==> src/core/timer_io_pkg.sv <==
// Constants for the channel 0 register B / D I/O control block.
// Assumes a 32-bit classic Wishbone slave port and a 16-bit channel 0 counter.
//------------------------------------------------------------------------
// Summary of operation
//------------------------------------------------------------------------
// Summary of operation
// - 8-bit low I/O control register, D in upper nibble, C lower, RW, reset zero.
// - Nibble top bit clear means output compare, set means input capture.
// - Low bits 00 disable pin output; otherwise bit two gives initial level.
// - Compare match drives pin low for 01, high for 10, toggles for 11.
// - Nibble 1000 captures counter on rising edge of the register's own pin.
// - Nibble 1001 captures counter on falling edge of the register's own pin.
// - Nibble 101x captures counter on both edges of the register's own pin.
// - Nibble 11xx on B and D captures on each channel 1 count event.
// - Channel 1 prescale select 000 suppresses that channel-1-count capture.
// - Buffer operation B makes register D ignore its nibble: no capture, no compare.
// - Register D nibble uses the same encodings as B, on its own pin.
// - Initial pin level is applied only while the counter run bit is clear.
package timer_io_pkg;

  //----------------------------------------------------------------------
  // Register byte offsets
  //----------------------------------------------------------------------
  localparam logic [7:0] OFF_IO_CTRL_HIGH = 8'h00; // B nibble upper, A lower
  localparam logic [7:0] OFF_IO_CTRL_LOW  = 8'h04; // D nibble upper, C lower
  localparam logic [7:0] OFF_CONTROL      = 8'h08; // run, buffer, prescale
  localparam logic [7:0] OFF_STATUS       = 8'h0C; // read only pin state
  localparam logic [7:0] OFF_GREG_B       = 8'h10;
  localparam logic [7:0] OFF_GREG_D       = 8'h14;

  //----------------------------------------------------------------------
  // Field positions
  //----------------------------------------------------------------------
  localparam int CTL_RUN_BIT    = 0;  // counter_run_bit
  localparam int CTL_BUFB_BIT   = 1;  // buffer_op_b
  localparam int CTL_PSC_LSB    = 2;  // ch1_prescale_sel, 3 bits
  localparam int NIB_HI_LSB     = 4;
  localparam int STAT_LVL_B     = 0;
  localparam int STAT_LVL_D     = 1;
  localparam int STAT_DRV_B     = 2;
  localparam int STAT_DRV_D     = 3;
  localparam int STAT_PIN_B     = 4;
  localparam int STAT_PIN_D     = 5;

  //----------------------------------------------------------------------
  // Widths, reset values and codes
  //----------------------------------------------------------------------
  localparam int GREG_W = 16;
  localparam logic [7:0]        IO_CTRL_RESET = 8'h00;
  localparam logic [4:0]        CONTROL_RESET = 5'h00;
  localparam logic [GREG_W-1:0] GREG_RESET    = 16'h0000;
  localparam logic [2:0]        PSC_UNDIVIDED = 3'h0;
  localparam logic [1:0]        ACT_LOW       = 2'h1;
  localparam logic [1:0]        ACT_HIGH      = 2'h2;
  localparam logic [1:0]        ACT_TOGGLE    = 2'h3;
  localparam logic [3:0]        NIB_CAP_RISE  = 4'h8;
  localparam logic [3:0]        NIB_CAP_FALL  = 4'h9;
  localparam logic [2:0]        NIB_CAP_BOTH  = 3'h5; // top three bits
  localparam logic [1:0]        NIB_CAP_CH1   = 2'h3; // top two bits

endpackage : timer_io_pkg

==> src/core/timer_io_control_ch0_bd.sv <==
// Channel 0 general register B and D function decode, compare outputs and captures.
// Assumes counter value and count strobes arrive from logic on clock_i; pins are asynchronous.
`timescale 1ns/100ps
`default_nettype none

module timer_io_control_ch0_bd
  import timer_io_pkg::*;
(
  input  wire logic              clock_i,
  input  wire logic              reset_i,
  input  wire logic              wb_cyc_i,
  input  wire logic              wb_stb_i,
  input  wire logic              wb_we_i,
  input  wire logic [7:0]        wb_adr_i,
  input  wire logic [3:0]        wb_sel_i,
  input  wire logic [31:0]       wb_dat_i,
  output logic      [31:0]       wb_dat_o,
  output logic                   wb_ack_o,
  input  wire logic [GREG_W-1:0] ch0_count_i,
  input  wire logic              ch0_count_tick_i,
  input  wire logic              ch1_count_tick_i,
  input  wire logic              ch0_pin_b_i,
  output logic                   ch0_pin_b_o,
  output logic                   ch0_pin_b_oe_n_o,
  input  wire logic              ch0_pin_d_i,
  output logic                   ch0_pin_d_o,
  output logic                   ch0_pin_d_oe_n_o
);

  //----------------------------------------------------------------------
  // Decode helpers shared by registers B and D
  //----------------------------------------------------------------------
  // Output compare with pin drive enabled
  function automatic logic drives_pin(input logic [3:0] nib);
    drives_pin = !nib[3] && (nib[1:0] != 2'h0);
  endfunction : drives_pin

  // Capture request from the nibble and the three possible sources
  function automatic logic capture_hit(input logic [3:0] nib, input logic rise,
                                       input logic fall, input logic ch1_evt);
    capture_hit = (nib == NIB_CAP_RISE && rise)
               || (nib == NIB_CAP_FALL && fall)
               || (nib[3:1] == NIB_CAP_BOTH && (rise || fall))
               || (nib[3:2] == NIB_CAP_CH1 && ch1_evt);
  endfunction : capture_hit

  // Level after a compare match for the given action code
  function automatic logic match_level(input logic [1:0] act, input logic cur);
    case (act)
      ACT_LOW:    match_level = 1'b0;
      ACT_HIGH:   match_level = 1'b1;
      ACT_TOGGLE: match_level = !cur;
      default:    match_level = cur;
    endcase
  endfunction : match_level

  //----------------------------------------------------------------------
  // State
  //----------------------------------------------------------------------
  logic                 ack_r,      ack_nxt;
  logic [31:0]          rdat_r,     rdat_nxt;
  logic [7:0]           io_high_r,  io_high_nxt;
  logic [7:0]           io_low_r,   io_low_nxt;
  logic [4:0]           control_r,  control_nxt;
  logic [GREG_W-1:0]    greg_b_r,   greg_b_nxt;
  logic [GREG_W-1:0]    greg_d_r,   greg_d_nxt;
  logic                 b_s1_r, b_s2_r, b_s3_r;
  logic                 d_s1_r, d_s2_r, d_s3_r;
  logic                 lvl_b_r,    lvl_b_nxt;
  logic                 lvl_d_r,    lvl_d_nxt;
  logic                 oen_b_r,    oen_b_nxt;
  logic                 oen_d_r,    oen_d_nxt;

  logic [3:0]           nib_b;
  logic [3:0]           nib_d;
  logic                 run;
  logic                 buf_b;
  logic                 ch1_evt;
  logic                 rise_b, fall_b, rise_d, fall_d;
  logic                 drive_b, drive_d;
  logic                 match_b, match_d;
  logic                 cap_b, cap_d;
  logic                 wr_cycle;
  logic [7:0]           adr_word;

  //----------------------------------------------------------------------
  // Decoded controls
  //----------------------------------------------------------------------
  // Field views and the compare and capture events
  assign nib_b    = io_high_r[7:NIB_HI_LSB];
  assign nib_d    = io_low_r[7:NIB_HI_LSB];
  assign run      = control_r[CTL_RUN_BIT];
  assign buf_b    = control_r[CTL_BUFB_BIT];
  // An undivided channel 1 clock would fire every cycle, so it is refused
  assign ch1_evt  = ch1_count_tick_i
                 && (control_r[CTL_PSC_LSB+2:CTL_PSC_LSB] != PSC_UNDIVIDED);
  assign rise_b   = b_s2_r && !b_s3_r;
  assign fall_b   = !b_s2_r && b_s3_r;
  assign rise_d   = d_s2_r && !d_s3_r;
  assign fall_d   = !d_s2_r && d_s3_r;
  assign drive_b  = drives_pin(nib_b);
  assign drive_d  = drives_pin(nib_d) && !buf_b;
  assign match_b  = run && ch0_count_tick_i && !nib_b[3] && (ch0_count_i == greg_b_r);
  assign match_d  = run && ch0_count_tick_i && !nib_d[3] && !buf_b && (ch0_count_i == greg_d_r);
  assign cap_b    = capture_hit(nib_b, rise_b, fall_b, ch1_evt);
  assign cap_d    = !buf_b && capture_hit(nib_d, rise_d, fall_d, ch1_evt);
  // Write lands on the edge at which the master sees ack
  assign wr_cycle = wb_cyc_i && wb_stb_i && wb_we_i && ack_r;
  assign adr_word = {wb_adr_i[7:2], 2'h0};

  //----------------------------------------------------------------------
  // Wishbone answer
  //----------------------------------------------------------------------
  // One wait state; unmapped reads return zero and still ack
  always_comb begin
    ack_nxt  = wb_cyc_i && wb_stb_i && !ack_r;
    rdat_nxt = 32'h0000_0000;
    if (adr_word == OFF_IO_CTRL_HIGH) begin
      rdat_nxt[7:0] = io_high_r;
    end else if (adr_word == OFF_IO_CTRL_LOW) begin
      rdat_nxt[7:0] = io_low_r;
    end else if (adr_word == OFF_CONTROL) begin
      rdat_nxt[4:0] = control_r;
    end else if (adr_word == OFF_STATUS) begin
      rdat_nxt[STAT_LVL_B] = lvl_b_r;
      rdat_nxt[STAT_LVL_D] = lvl_d_r;
      rdat_nxt[STAT_DRV_B] = !oen_b_r;
      rdat_nxt[STAT_DRV_D] = !oen_d_r;
      rdat_nxt[STAT_PIN_B] = b_s2_r;
      rdat_nxt[STAT_PIN_D] = d_s2_r;
    end else if (adr_word == OFF_GREG_B) begin
      rdat_nxt[GREG_W-1:0] = greg_b_r;
    end else if (adr_word == OFF_GREG_D) begin
      rdat_nxt[GREG_W-1:0] = greg_d_r;
    end
  end

  always_ff @(posedge clock_i) begin
    if (reset_i) begin
      ack_r  <= 1'b0;
      rdat_r <= 32'h0000_0000;
    end else begin
      ack_r  <= ack_nxt;
      rdat_r <= rdat_nxt;
    end
  end

  assign wb_ack_o = ack_r;
  assign wb_dat_o = rdat_r;

  //----------------------------------------------------------------------
  // Software registers and general registers
  //----------------------------------------------------------------------
  // Captures override a software write in the same cycle
  always_comb begin
    io_high_nxt = io_high_r;
    io_low_nxt  = io_low_r;
    control_nxt = control_r;
    greg_b_nxt  = greg_b_r;
    greg_d_nxt  = greg_d_r;
    if (wr_cycle) begin
      if (adr_word == OFF_IO_CTRL_HIGH && wb_sel_i[0]) begin
        io_high_nxt = wb_dat_i[7:0];
      end else if (adr_word == OFF_IO_CTRL_LOW && wb_sel_i[0]) begin
        io_low_nxt = wb_dat_i[7:0];
      end else if (adr_word == OFF_CONTROL && wb_sel_i[0]) begin
        control_nxt = wb_dat_i[4:0];
      end else if (adr_word == OFF_GREG_B) begin
        if (wb_sel_i[0]) greg_b_nxt[7:0]  = wb_dat_i[7:0];
        if (wb_sel_i[1]) greg_b_nxt[15:8] = wb_dat_i[15:8];
      end else if (adr_word == OFF_GREG_D) begin
        if (wb_sel_i[0]) greg_d_nxt[7:0]  = wb_dat_i[7:0];
        if (wb_sel_i[1]) greg_d_nxt[15:8] = wb_dat_i[15:8];
      end
    end
    // In buffer mode D shadows B: old B moves to D on capture, D reloads B on match
    if (cap_b) begin
      greg_b_nxt = ch0_count_i;
      if (buf_b) greg_d_nxt = greg_b_r;
    end else if (match_b && buf_b) begin
      greg_b_nxt = greg_d_r;
    end
    if (cap_d) begin
      greg_d_nxt = ch0_count_i;
    end
  end

  always_ff @(posedge clock_i) begin
    if (reset_i) begin
      io_high_r <= IO_CTRL_RESET;
      io_low_r  <= IO_CTRL_RESET;
      control_r <= CONTROL_RESET;
      greg_b_r  <= GREG_RESET;
      greg_d_r  <= GREG_RESET;
    end else begin
      io_high_r <= io_high_nxt;
      io_low_r  <= io_low_nxt;
      control_r <= control_nxt;
      greg_b_r  <= greg_b_nxt;
      greg_d_r  <= greg_d_nxt;
    end
  end

  //----------------------------------------------------------------------
  // Pin sampling and pin drive
  //----------------------------------------------------------------------
  // Initial level only while stopped; while running only a match moves it
  always_comb begin
    lvl_b_nxt = lvl_b_r;
    lvl_d_nxt = lvl_d_r;
    oen_b_nxt = !drive_b;
    oen_d_nxt = !drive_d;
    if (!run) begin
      if (drive_b) lvl_b_nxt = nib_b[2];
      if (drive_d) lvl_d_nxt = nib_d[2];
    end else begin
      if (match_b) lvl_b_nxt = match_level(nib_b[1:0], lvl_b_r);
      if (match_d) lvl_d_nxt = match_level(nib_d[1:0], lvl_d_r);
    end
  end

  always_ff @(posedge clock_i) begin
    if (reset_i) begin
      b_s1_r  <= 1'b0;
      b_s2_r  <= 1'b0;
      b_s3_r  <= 1'b0;
      d_s1_r  <= 1'b0;
      d_s2_r  <= 1'b0;
      d_s3_r  <= 1'b0;
      lvl_b_r <= 1'b0;
      lvl_d_r <= 1'b0;
      oen_b_r <= 1'b1;
      oen_d_r <= 1'b1;
    end else begin
      b_s1_r  <= ch0_pin_b_i;
      b_s2_r  <= b_s1_r;
      b_s3_r  <= b_s2_r;
      d_s1_r  <= ch0_pin_d_i;
      d_s2_r  <= d_s1_r;
      d_s3_r  <= d_s2_r;
      lvl_b_r <= lvl_b_nxt;
      lvl_d_r <= lvl_d_nxt;
      oen_b_r <= oen_b_nxt;
      oen_d_r <= oen_d_nxt;
    end
  end

  assign ch0_pin_b_o      = lvl_b_r;
  assign ch0_pin_d_o      = lvl_d_r;
  assign ch0_pin_b_oe_n_o = oen_b_r;
  assign ch0_pin_d_oe_n_o = oen_d_r;
endmodule : timer_io_control_ch0_bd

`default_nettype wire

==> config.mk <==
export PLATFORM = sky130hd
export DESIGN_NAME = timer_io_control_ch0_bd
export DESIGN_NICKNAME = d
export VERILOG_FILES = /design/src/core/timer_io_pkg.sv /design/src/core/timer_io_control_ch0_bd.sv
export SDC_FILE = /design/constraint.sdc
export NUM_CORES = 1
export LEC_CHECK = 0
export ABC_AREA = 1
export BUFFER_PORTS_ARGS = -buffer_cell sky130_fd_sc_hd__buf_2
export CAP_MARGIN = 20
export CORE_UTILIZATION = 50
export CTS_CLUSTER_SIZE = 30
export DETAILED_ROUTE_END_ITERATION = 6
export HOLD_SLACK_MARGIN = 0.02
export PLACE_DENSITY_LB_ADDON = 0.15
export SYNTH_ARGS = -nofsm -noshare
export SYNTH_HDL_FRONTEND = slang
export SYNTH_SLANG_ARGS = --single-unit
==> constraint.sdc <==
create_clock -name clock_i -period 2.61 [get_ports clock_i]
set_clock_uncertainty 0.2 [all_clocks]
set_input_delay 0.522 -clock clock_i [delete_from_list [all_inputs] [get_ports clock_i]]
set_output_delay 0.522 -clock clock_i [all_outputs]
set_load 0.05 [all_outputs]
**Word level (Yosys, flattened, before mapping)**

Index checks and enable logic that the tools add are counted.

- Add/subtract/negate cells: 0
- Multiply operators: 0
- Div/mod/pow operators: 0
- $lt $le $gt $ge: 0
- Eq/ne operators: 28
- Shift-type cells: 0
- Muxes and demuxes: 36
- Bitwise logic cells: 2
- Reductions and logical operators: 71

Operator list:

| kind | count |
|---|---|
| $mux W16 | 18 |
| $mux W8 | 6 |
| $eq A16 B16 Y1 | 2 |
| $logic_and A1 B1 Y1 | 31 |
| $eq A4 B4 Y1 const B | 4 |
| $reduce_bool A3 Y1 | 5 |
| $logic_not A1 Y1 | 14 |
| $eq A2 B2 Y1 const B | 6 |
| $eq A6 B2 Y1 const B | 2 |
| $eq A6 B3 Y1 const B | 2 |
| $reduce_and A6 Y1 | 2 |
| $mux W11 | 1 |
| $mux W10 | 1 |
| $ne A3 B2 Y1 const B | 3 |
| $reduce_and A3 Y1 | 3 |
| $logic_not A8 Y1 | 1 |
| $logic_or A1 B1 Y1 | 8 |
| $ne A4 B1 Y1 const B | 2 |
| $reduce_bool A2 Y1 | 4 |
| $eq A3 B3 Y1 const B | 2 |
| $eq A6 B1 Y1 const B | 1 |
| $mux W1 | 6 |
| $mux W6 | 1 |
| $pmux W1 S3 | 2 |
| other kinds (7) | 10 |

- Register bits after elaboration: 96
- Latch bits: 0
- RAM bits: 0
- ROM bits: 0
- Bits of input ports: 69
- Output and inout bits: 37
- Memories: 0

**Depth between registers and ports, before layout**

Gate-level depths: netlist of the first run.

- Depth after elaboration: 10
- Depth in mapped cells: 13

**Least setup slack after synthesis of the first run**

OpenSTA, ideal clock, no wires.

- Kind: flip-flop to flip-flop
- Start point: register ack_r (netlist: wb_ack_o)
- End point: register greg_b_r[6]
- Setup time: 0.115 ns
- Arrival: 1.835 ns
- Required time: 2.295 ns
- Slack: 0.460 ns
- Stages on the path, launching flop included: 9
- Period minus slack after synthesis: 2.150 ns
- Path through: dfxtp_1 nand2_1 nor2_8 nand2_4 o21ai_4 nand2_4 buf_12 a21oi_2 a21oi_2

- Word-level cells in the longest chain between the ends: 3

RTL lines:

| item | line | RTL |
|---|---|---|
| from (decl) | timer_io_control_ch0_bd.sv:60 | `logic ack_r, ack_nxt;` |
| from (signal assigned) | timer_io_control_ch0_bd.sv:143 | `ack_r <= ack_nxt;` |
| $logic_and A1 B1 Y1 | timer_io_control_ch0_bd.sv:108 | `assign wr_cycle = wb_cyc_i && wb_stb_i && wb_we_i && ack_r;` |
| $reduce_bool A3 Y1 (no line) | - |  |
| $reduce_and A6 Y1 (no line) | - |  |
| to (signal assigned) | timer_io_control_ch0_bd.sv:199 | `greg_b_r <= greg_b_nxt;` |
| to (decl) | timer_io_control_ch0_bd.sv:65 | `logic [GREG_W-1:0] greg_b_r, greg_b_nxt;` |

Every way passes these cells.
A chain may end at the register's enable or synchronous reset.

**Worst setup path after layout of the first run**

- Start point: register io_high_r[4]
- End point: register greg_d_r[9]

- Word-level cells in the longest chain between the ends: 7
- Elaborated cells on any way between the ends: 9

RTL lines:

| item | line | RTL |
|---|---|---|
| from (decl) | timer_io_control_ch0_bd.sv:62 | `logic [7:0] io_high_r, io_high_nxt;` |
| from (signal assigned) | timer_io_control_ch0_bd.sv:196 | `io_high_r <= io_high_nxt;` |
| $eq A4 B4 Y1 (on tied branches) | timer_io_control_ch0_bd.sv:41, timer_io_control_ch0_bd.sv:42 |  |
| $logic_and A1 B1 Y1 (on tied branches) | timer_io_control_ch0_bd.sv:41, timer_io_control_ch0_bd.sv:42 |  |
| $logic_or A1 B1 Y1 (*) | timer_io_control_ch0_bd.sv:42 | `\|\| (nib == NIB_CAP_FALL && fall)` |
| $logic_or A1 B1 Y1 (*) | timer_io_control_ch0_bd.sv:43 | `\|\| (nib[3:1] == NIB_CAP_BOTH && (rise \|\| fall))` |
| $logic_or A1 B1 Y1 (*) | timer_io_control_ch0_bd.sv:44 | `\|\| (nib[3:2] == NIB_CAP_CH1 && ch1_evt);` |
| $mux W16 (*) | timer_io_control_ch0_bd.sv:177 | `if (cap_b) begin` |
| $mux W16 (*) | timer_io_control_ch0_bd.sv:183 | `if (cap_d) begin` |
| to (signal assigned) | timer_io_control_ch0_bd.sv:200 | `greg_d_r <= greg_d_nxt;` |
| to (decl) | timer_io_control_ch0_bd.sv:66 | `logic [GREG_W-1:0] greg_d_r, greg_d_nxt;` |

Every way passes the cells marked *; elsewhere a longest branch is shown, timed or not.

==> results.yml, run 1 <==
run_status:
  outcome: "finished, final reports clean"
cts:
  numCtsBuffers: 9
  clock_path_buffers: 2
  cts_max_level: 3
  insertion_delay_ns: 0.37
  cts_setup_buffers: 0
  cts_tree: "built"
  hold_buffers: 0
  cts_sinks: 80
  clockRootBuffer: "clkbuf_8"
  clkTransAtPathRegs_ns: 0.09
  cts_resized: 0
global_route:
  grt_pass1_wl_um: 25250
  grt_overflow: 0
  antenna_found_initial: 0
  grt_max_degree: 55
  grt_pass1_vias: 5224
  grt_usage_pct: 28.86
worst_hold_path:
  whs_path_depth: 3
  min-delay-start: "ch0_pin_b_i"
  min_to: "b_s1_r"
  min_path_type: "primary input to flip-flop"
timing:
  final_max_slew_viol_count: 0
  tightestPinTransition_ns: 0.4980
  final.period_utilization_pct: 85.02
  hold_viol_final: 0
  min_period_ns: 2.219
  rsz0062_at_grt: "no"
  setup_violations: 0
  fmaxAchievable_ghz: 0.4507
  slew_headroom_pct: 66.72
  finalSetupTns_ns: 0
  holdWs_ns: 0.1578
yosys:
  synthDominantCellAreaShare_pct: 30.27
  ys_seq_area_share_pct: 30.27
  synth_area_um2: 5290
  postSynthAreaPerCell_um2: 6.713
  ys_seq_elements: 80
  yosysTopAreaCell: "dfxtp_1"
  synthCells: 788
  yosysWarnings: 0
  synth.distinct_cells: 41
  netlist_top_cells_area: "dfxtp_1 (30%), nand2_1 (13%), a21oi_1 (7.1%), o21ai_0 (6.3%), inv_1 (6.2%)"
setup_path:
  cp-end-kind: "flip-flop"
  r2r-start: "io_high_r[4]"
  r2r_cells: 9
  critical_path_class: "flip-flop to flip-flop"
  required_ns: 2.66
  cp_max_fo: 14
  worstSetupStartpointType: "flip-flop"
  r2r_end: "greg_d_r[9]"
  r2r_setup_slack_ns: 0.39
  cp.arrival_ns: 2.27
job:
  maxCapViolCount: 0
finish:
  antennaDiodeCount: 0
  regArea_um2: 1602
  drive_gt1_share_pct: 19.60
  multi_input_area_um2: 3045
  fillers: 1041
  area_growth_syn_to_layout_pct: 11.47
  num-nets-final: 933
floorplanning:
  fp.dieW_um: 104.9
  fp.dieH_um: 104.9
  coreArea_um2: 10280
  dieArea_um2: 11000
  start_util_pct: 51.47
  num_io_pins: 106
  placementRows: 37
placed_design:
  gp_congestion: 0.9313
  dp_hpwl_um: 10890
  port-buffer-count: 69
power:
  leakagePower_uw: 0.002745
  powerDensity_nw_per_um2: 401.5
  vdd_ir_drop_max_uv: 285.5
route:
  antenna_left: 0
  first_pass_iters: 5
  routed_wl_um: 15090
  drc_errors: 0
  vias_per_cell: 5.456
  drt_first_iter_violations: 375
  wl_per_cell_um: 15.20
  via_count: 5418
[cells by family (layout without fill, tap and decap cells)]
group	after synthesis	count (layout)	share of synthesized area [%]
simple gates	334	334	30.72
compound gates	197	197	20.72
buf+inv	151	205	13.22
flops	80	80	30.27
xor+xnor	13	13	2.152
fa+ha+maj	12	12	2.838
other cells	1	16	0.07089
[cell usage in the layout, fill, tap and decap left out, types with 10 or more instances in the layout]
cell	netlist	routed
a21oi_1	75	75
a21oi_2	16	16
buf_2	9	69
buf_4	19	19
clkbuf_8	0	10
conb_1	1	16
dfxtp_1	80	80
ha_1	12	12
inv_1	87	87
inv_2	10	10
nand2_1	178	178
nand3_1	32	32
nand3_2	12	12
nand4_1	21	21
nor2_1	61	61
o21ai_0	67	67
o21ai_1	19	19
xnor2_1	11	11
[how the worst max path moves through the flow]
stage	start	end	slack (ns)	cells after the start
after floorplan	wb_ack_o	greg_b_r[6]	0.46	8
after global placement	wb_adr_i[7]	greg_d_r[5]	0.26	9
after detailed placement	wb_adr_i[7]	greg_d_r[5]	0.18	9
after CTS	io_high_r[5]	greg_d_r[9]	0.40	9
after global routing	io_high_r[5]	greg_d_r[10]	0.19	9
final	io_high_r[4]	greg_d_r[9]	0.39	9
[critical path, stage by stage, from the launching register on]
cell	delay, ns
dfxtp_1	0.42
inv_1	0.10
ha_1	0.21
a21oi_1	0.14
nand3_1	0.15
nand4_1	0.17
clkinv_1	0.19
buf_4	0.25
o21ai_0	0.19
a21oi_1	0.08
[sequential cells by signal, indices dropped and copies added, names as in the netlist, 5 cells and up]
register and count:
io_high_r 8, wb_dat_o 16, control_r 5, greg_b_r 16, greg_d_r 16, io_low_r 8
[area by class of cell]
type                            instances  share of cell area, %
Multi-Input combinational cell        572                  51.64
Inverter                               99                  6.302
Clock inverter                          6                 0.7214
Sequential cell                        80                  27.16
Timing Repair Buffer                   90                  8.954
Clock buffer                           10                  2.334
Tap cell                              136                  2.886
[Yosys cell counts, drive strengths merged]
master and count:
a211oi 6, a21oi 91, a221oi 2, a22oi 2, a31oi 8, and2 4
buf 33, clkbuf 19, clkinv 2, conb 1, dfxtp 80, ha 12
inv 97, nand2 184, nand3 44, nand4 25, nor2 71, nor3 5
nor3b 1, o21ai 87, o22ai 1, xnor2 11, xor2 2
[power by group]
group	internal, µW	switching [µW]
clock	375	500
combinational	73.5	193
sequential	1220	2.03
total	1670	695
[per-layer routing]
layer	GRT usage, %	share of wire [%]	wire length, µm	up-vias
met5	0	0	0	-
met2	49.20	48	7193	225
met1	35.09	43	6417	2490
met4	14.29	3.3	498	0
li1	-	-	-	2666
met3	4.803	6.5	983	37
[metrics by stage]
step | power (µW) | cells | util, % | area (µm²) | setup slack, ns
final | 2367 | 993 | 57.38 | 5897 | 0.3910
after global routing | 2474 | 993 | 57.38 | 5897 | 0.1870
after CTS | 2382 | 993 | 57.38 | 5897 | 0.4023
after detailed placement | 1518 | 977 | 55.62 | 5717 | 0.1846
after global placement | 1514 | 977 | 55.62 | 5717 | 0.2571
after floorplan | 1442 | 803 | - | 5346 | 0.4598
(Power assumes the default switching activity.)
==> inputs of run 2 (changes only) <==
--- a/config.mk
+++ b/config.mk
@@ -5,7 +5,7 @@
 export SDC_FILE = /design/constraint.sdc
 export NUM_CORES = 1
 export LEC_CHECK = 0
-export ABC_AREA = 1
+export ABC_AREA = 0
 export BUFFER_PORTS_ARGS = -buffer_cell sky130_fd_sc_hd__buf_2
 export CAP_MARGIN = 20
 export CORE_UTILIZATION = 50
==> run 2 against run 1 <==
  * Sequential share of layout area is 2.6 points higher
  * Wire length is 9.9% lower
  * Die area is 11% lower
  * Design area decreased by 8.7%
  * Sequential cell count stayed put
  * Clock power grew 4.9%
  * Register-to-register slack worse by 0.20 ns
  * First-iteration DRC count shrank 8.8%
  * Count of clock-buffer cells in the layout rose by 2
  * Largest cell class unchanged
  * Sequential power about the same
  * Non-clock buffer count rose by 10
==> results.yml, run 2 <==
setup_path:
  cp_max_fo: 9
  cp-end-kind: "flip-flop"
  worst_path_largest_cell_delay_ns: 0.41
  cp_slowest_cell: "and2_1"
  path_cells: "inv_1 -> ha_1 -> nand2b_1 -> a31oi_2 -> and2_2 -> a31oi_4 -> and2_1 -> a32o_1"
  required_ns: 2.71
  cp.arrival_ns: 2.52
  critical_path_class: "flip-flop to flip-flop"
  worstSetupStartpointType: "flip-flop"
route:
  highest_layer: "met4"
  wl_per_cell_um: 17.97
  first_pass_iters: 4
  routed-wl-met2_um: 6232
  antenna_left: 0
  via_count: 4543
  vias_per_cell: 6.001
  drc_errors: 0
  wl_met1_um: 6034
  routed_wl_um: 13610
  wl_met3_um: 1114
  drt_first_iter_violations: 342
floorplanning:
  fp.dieH_um: 98.69
  num_io_pins: 106
  dieArea_um2: 9740
  placementRows: 34
  coreArea_um2: 8891
  start_util_pct: 52.58
  fp.dieW_um: 98.69
cts:
  clock_path_buffers: 2
  numCtsBuffers: 9
  insertion_delay_ns: 0.36
  cts_max_level: 3
  clockRootBuffer: "clkbuf_8"
  clkTransAtPathRegs_ns: 0.08
  cts_setup_buffers: 0
  cts_tree: "built"
  cts_sinks: 80
yosys:
  synth-compound-area-share_pct: 22.27
  async_flop_share_pct: 0
  netlist_top_cells_area: "dfxtp_1 (34%), mux2i_1 (6.4%), nand2_1 (5.4%), nor2_1 (5.4%), a221oi_1 (3.9%)"
  synth_top_cells_by_count: "dfxtp_1 (80), nand2_1 (67), nor2_1 (67)"
  synth_ff_type: "dfxtp_1"
  yosysWarnings: 0
  synth_xor_area_share_pct: 5.434
  synth_top_family_by_area: "compound AO/OA/AOI/OAI gates"
  synth.distinct_cells: 54
  synthCells: 575
  synthMuxAreaShare_pct: 6.424
  synth_edf_count: 0
  ys_seq_elements: 80
  synth_area_um2: 4674
  yosysTopAreaCell: "dfxtp_1"
  yosys.area_share.simple_pct: 19.59
  synth-adder-area-share_pct: 3.212
  synthDominantCellAreaShare_pct: 34.26
  yosysMostFrequentCell: "dfxtp_1"
  postSynthAreaPerCell_um2: 8.130
  ys_seq_area_share_pct: 34.26
job:
  maxCapViolCount: 0
timing:
  final_max_slew_viol_count: 0
  slew_headroom_pct: 52.61
  setup_slack_ns: 0.1864
  finalSetupTns_ns: 0
  rsz0062_at_grt: "no"
  fmaxAchievable_ghz: 0.4126
  setup_violations: 0
  final.period_utilization_pct: 92.86
  min_period_ns: 2.424
  tightestPinTransition_ns: 0.7108
  hold_viol_final: 0
finish:
  layout_commonest_cell: "dfxtp_1"
  area_growth_syn_to_layout_pct: 15.15
  antennaDiodeCount: 0
  final_cell_mix: "dfxtp_1 (80), buf_2 (69), nor2_1 (67), nand2_1 (67), a21oi_1 (32)"
  num-nets-final: 726
  drive_gt1_share_pct: 19.72
global_route:
  grt_pass1_wl_um: 21780
  grt_usage_pct: 28.74
  grt_pass1_vias: 4223
  grt_max_degree: 64
  grt_overflow: 0
  antenna_found_initial: 0
placed_design:
  pre_cts_ws_ns: 0.03522
  gp_congestion: 0.8753
  dp_hpwl_um: 9712
  port-buffer-count: 69
power:
  vdd_ir_drop_max_uv: 294.0
  p_sw_share_pct: 26.60
  leakagePower_uw: 0.002270
  seqPwrFrac_pct: 51.1
  powerDensity_nw_per_um2: 445.5
  p_int_uw: 1760
  pwr-share-comb_pct: 10.6
  clockPowerShare_pct: 38.3
  p_sw_uw: 637.9
worst_hold_path:
  min_path_type: "primary input to flip-flop"
run_status:
  outcome: "finished, final reports clean"
run 2: worst paths after layout:
kind	startpoint	to	slack, ns	depth (start not counted)
worst max register to register	b_s2_r	greg_b_r[11]	0.19	8
worst min-delay path	ch0_pin_d_i	d_s1_r	0.16	2
worst max-delay path	b_s2_r	greg_b_r[11]	0.19	8
worst min register to register	wb_ack_o	wb_ack_o	0.24	1
run 2: final cells by class:
cell class | instances | area, µm²
clock buffer | 12 | 145.1
clock inverter | 3 | 42.54
fill | 822 | 3508
inverter | 30 | 112.6
multi-input combinational | 424 | 2743
sequential | 80 | 1602
tap | 108 | 135.1
timing repair buffer | 100 | 603.1
run 2: through the flow:
stage	hold WS (ns)	utilization [%]	power, µW	instances	cell area (µm²)
final	0.1643	60.54	2398	757	5383
after CTS	0.1615	60.32	2400	757	5363
after global routing	0.1813	60.54	2480	757	5383
after detailed placement	0.2340	58.20	1503	742	5175
after floorplan	0.2138	-	1422	590	4731
after global placement	0.2177	58.20	1500	742	5175
run 2: metal layers:
| metal | vias to the layer above | global-route usage (%) |
|---|---|---|
| met5 | - | 0 |
| met4 | 0 | 9.874 |
| met3 | 20 | 4.468 |
| met2 | 227 | 45.40 |
| met1 | 2134 | 40.04 |
| li1 | 2162 | - |
run 2: cell families after synthesis:
logic type      count (synthesis)
mux                            30
xor+xnor                       29
compound gates                140
other cells                     1
fa+ha+maj                      12
buf+inv                        86
flops                          80
simple gates                  197
run 2: what timing repair did:
| item | CTS | global route |
|---|---|---|
| hold buffers | 0 | 0 |
| resized for setup | 0 | 3 |
| endpoints found under the setup margin | 0 | 11 |
run 2: power groups by stage:
stage | logic [µW] | clock network (µW) | registers (µW)
4_1_cts | 249 | 925 | 1230
2_1_floorplan | 164 | 0 | 1260
3_3_place_gp | 245 | 0 | 1260
3_5_place_dp | 248 | 0 | 1260
6_report | 253 | 918 | 1230
5_1_grt | 270 | 983 | 1230
run 2: worst max-delay path, delay by kind of cell, from the launching register on:
kind | cells | cell delay (ns)
DFF | 1 | 0.39
and+or+nand+nor | 3 | 0.76
AOI/OAI and AO/OA | 3 | 0.67
adders and majority gates | 1 | 0.27
buffers and inverters | 1 | 0.07
==> inputs of run 3 (changes only) <==
--- a/config.mk
+++ b/config.mk
@@ -13,6 +13,7 @@
 export DETAILED_ROUTE_END_ITERATION = 6
 export HOLD_SLACK_MARGIN = 0.02
 export PLACE_DENSITY_LB_ADDON = 0.15
+export SETUP_SLACK_MARGIN = 0.2
 export SYNTH_ARGS = -nofsm -noshare
 export SYNTH_HDL_FRONTEND = slang
 export SYNTH_SLANG_ARGS = --single-unit
==> run 3 against run 2 <==
  * Design area up 1.3%
  * Die area is the same
  * Maximum frequency increased by 2.0%
  * Core utilization rose by 0.79 points
  * Via count is 0.18% lower
  * Combinational power grew 2%
  * Hold slack gained 0.013 ns
==> results.yml, run 3 (synthesized netlist as in run 2, its figures left out) <==
run_status:
  outcome: "finished, final reports clean"
setup_path:
  r2r_cells: 7
  cp-end-kind: "flip-flop"
  crit_path_end: "greg_b_r[9]"
  r2r_setup_slack_ns: 0.23
  crit_buf_inv: 1
  r2r_end: "greg_b_r[9]"
  worstSetupStartpointType: "flip-flop"
  worst_path_largest_cell_delay_ns: 0.45
  cp.arrival_ns: 2.47
  path_depth: 7
  required_ns: 2.71
  cp_max_fo: 16
  r2r-start: "greg_b_r[5]"
  setup.worst_path.start: "greg_b_r[5]"
  cp_slowest_cell: "a2111o_1"
  critical_path_class: "flip-flop to flip-flop"
  crit_family: "compound AO/OA/AOI/OAI gates"
  path_cells: "nor2b_1 -> a2111o_1 -> nor4_4 -> nand3_2 -> buf_4 -> a221oi_1 -> a32o_1"
floorplanning:
  num_io_pins: 106
  start_util_pct: 52.58
  fp.dieW_um: 98.69
  placementRows: 34
  dieArea_um2: 9740
  coreArea_um2: 8891
  fp.dieH_um: 98.69
power:
  vdd_ir_drop_max_uv: 296.3
  clockPowerShare_pct: 40.5
  p_sw_uw: 632.2
  p_int_uw: 1865
  pwr-share-comb_pct: 10.4
  p_sw_share_pct: 25.31
  leakagePower_uw: 0.002298
  powerDensity_nw_per_um2: 458.1
  seqPwrFrac_pct: 49.1
timing:
  final_max_slew_viol_count: 0
  slew_headroom_pct: 64.65
  final.period_utilization_pct: 91.05
  hold_viol_final: 0
  setup_violations: 0
  tightestPinTransition_ns: 0.5255
  fmaxAchievable_ghz: 0.4208
  min_period_ns: 2.376
  finalSetupTns_ns: 0
  rsz0062_at_grt: "yes"
finish:
  antennaDiodeCount: 0
  layout_commonest_cell: "dfxtp_1"
  fillers: 828
  final_cell_mix: "dfxtp_1 (79), buf_2 (69), nor2_1 (67), nand2_1 (66), a21oi_1 (32)"
  num-nets-final: 726
  drive_gt1_share_pct: 20.77
  final_util_pct: 61.33
  area_growth_syn_to_layout_pct: 16.65
cts:
  clock_path_buffers: 2
  insertion_delay_ns: 0.36
  clockRootBuffer: "clkbuf_8"
  clkTransAtPathRegs_ns: 0.08
  cts_tree: "built"
  cts_max_level: 3
  numCtsBuffers: 9
  cts_sinks: 80
job:
  maxCapViolCount: 0
route:
  via_count: 4535
  wl_per_cell_um: 18.14
  drc_errors: 0
  drt_first_iter_violations: 296
  routed_wl_um: 13750
  antenna_left: 0
  first_pass_iters: 5
  vias_per_cell: 5.983
global_route:
  grt_max_degree: 64
  grt_overflow: 0
  grt_usage_pct: 28.99
  antenna_found_initial: 0
  grt_pass1_wl_um: 21860
  grt_pass1_vias: 4190
placed_design:
  port-buffer-count: 69
  dp_hpwl_um: 9664
  gp_congestion: 0.8957
worst_hold_path:
  min_path_type: "primary input to flip-flop"
==> run 3: cell types whose count changed in the layout (fill, tap and decap cells not counted), sizes merged <==
cell / delta
clkbuf: +1
bufinv: +1
clkinvlp: -1
==> run 3: power groups by stage <==
stage,Clock (µW),Combinational [µW],Sequential [µW]
6_report,1010,259,1230
3_5_place_dp,0,251,1260
4_1_cts,1030,253,1230
3_3_place_gp,0,248,1260
5_1_grt,1080,276,1230
2_1_floorplan,0,164,1260
==> run 3: area by class of cell <==
cell class	count	area, µm²	area share, %
Clock buffer	13	148.9	2.731
Timing Repair Buffer	100	615.6	11.29
Tap cell	108	135.1	2.478
Multi-Input combinational cell	424	2773	50.85
Clock inverter	3	65.06	1.193
Inverter	30	112.6	2.065
Sequential cell	80	1603	29.39
==> run 3: worst min path at each step <==
stage	startpoint	endpoint	cells past startpoint	slack [ns]
after floorplan	b_s1_r	b_s2_r	1	0.21
after global placement	wb_ack_o	wb_ack_o	1	0.19
after detailed placement	wb_ack_o	wb_ack_o	1	0.20
after CTS	ch0_pin_d_i	d_s1_r	2	0.17
after global routing	ch0_pin_d_i	d_s1_r	2	0.19
final	ch0_pin_d_i	d_s1_r	2	0.18
==> run 3: timing repair <==
item / in CTS / in global routing
resized for setup: 2 / 8
hold buffers: 0 / 0
setup buffers: 0 / 0
endpoints found under the setup margin: 12 / 23
==> run 3: worst register-to-register path, stage by stage (launching register included) <==
cell and delay [ns]:
dfxtp_1 0.36, nor2b_1 0.15, a2111o_1 0.45, nor4_4 0.32
nand3_2 0.12, buf_4 0.25, a221oi_1 0.29, a32o_1 0.18
==> run 3: per-layer routing <==
metal / GRT usage, % / share of wire (%)
met1: 38.94 / 45
met2: 46.53 / 46
met3: 4.894 / 7.3
met4: 11.48 / 2.3
met5: 0 / 0
==> run 3: stage by stage <==
stage / std cells / hold slack [ns] / total power, µW / area (µm²) / setup WS [ns]
2_1_floorplan: 590 / 0.2138 / 1422 / 4732 / 0.2819
3_3_place_gp: 742 / 0.1928 / 1503 / 5189 / 0.09307
3_5_place_dp: 742 / 0.2032 / 1507 / 5189 / 0.05618
4_1_cts: 758 / 0.1730 / 2506 / 5414 / 0.2436
5_1_grt: 758 / 0.1948 / 2585 / 5453 / 0.1726
6_report: 758 / 0.1775 / 2498 / 5453 / 0.2337
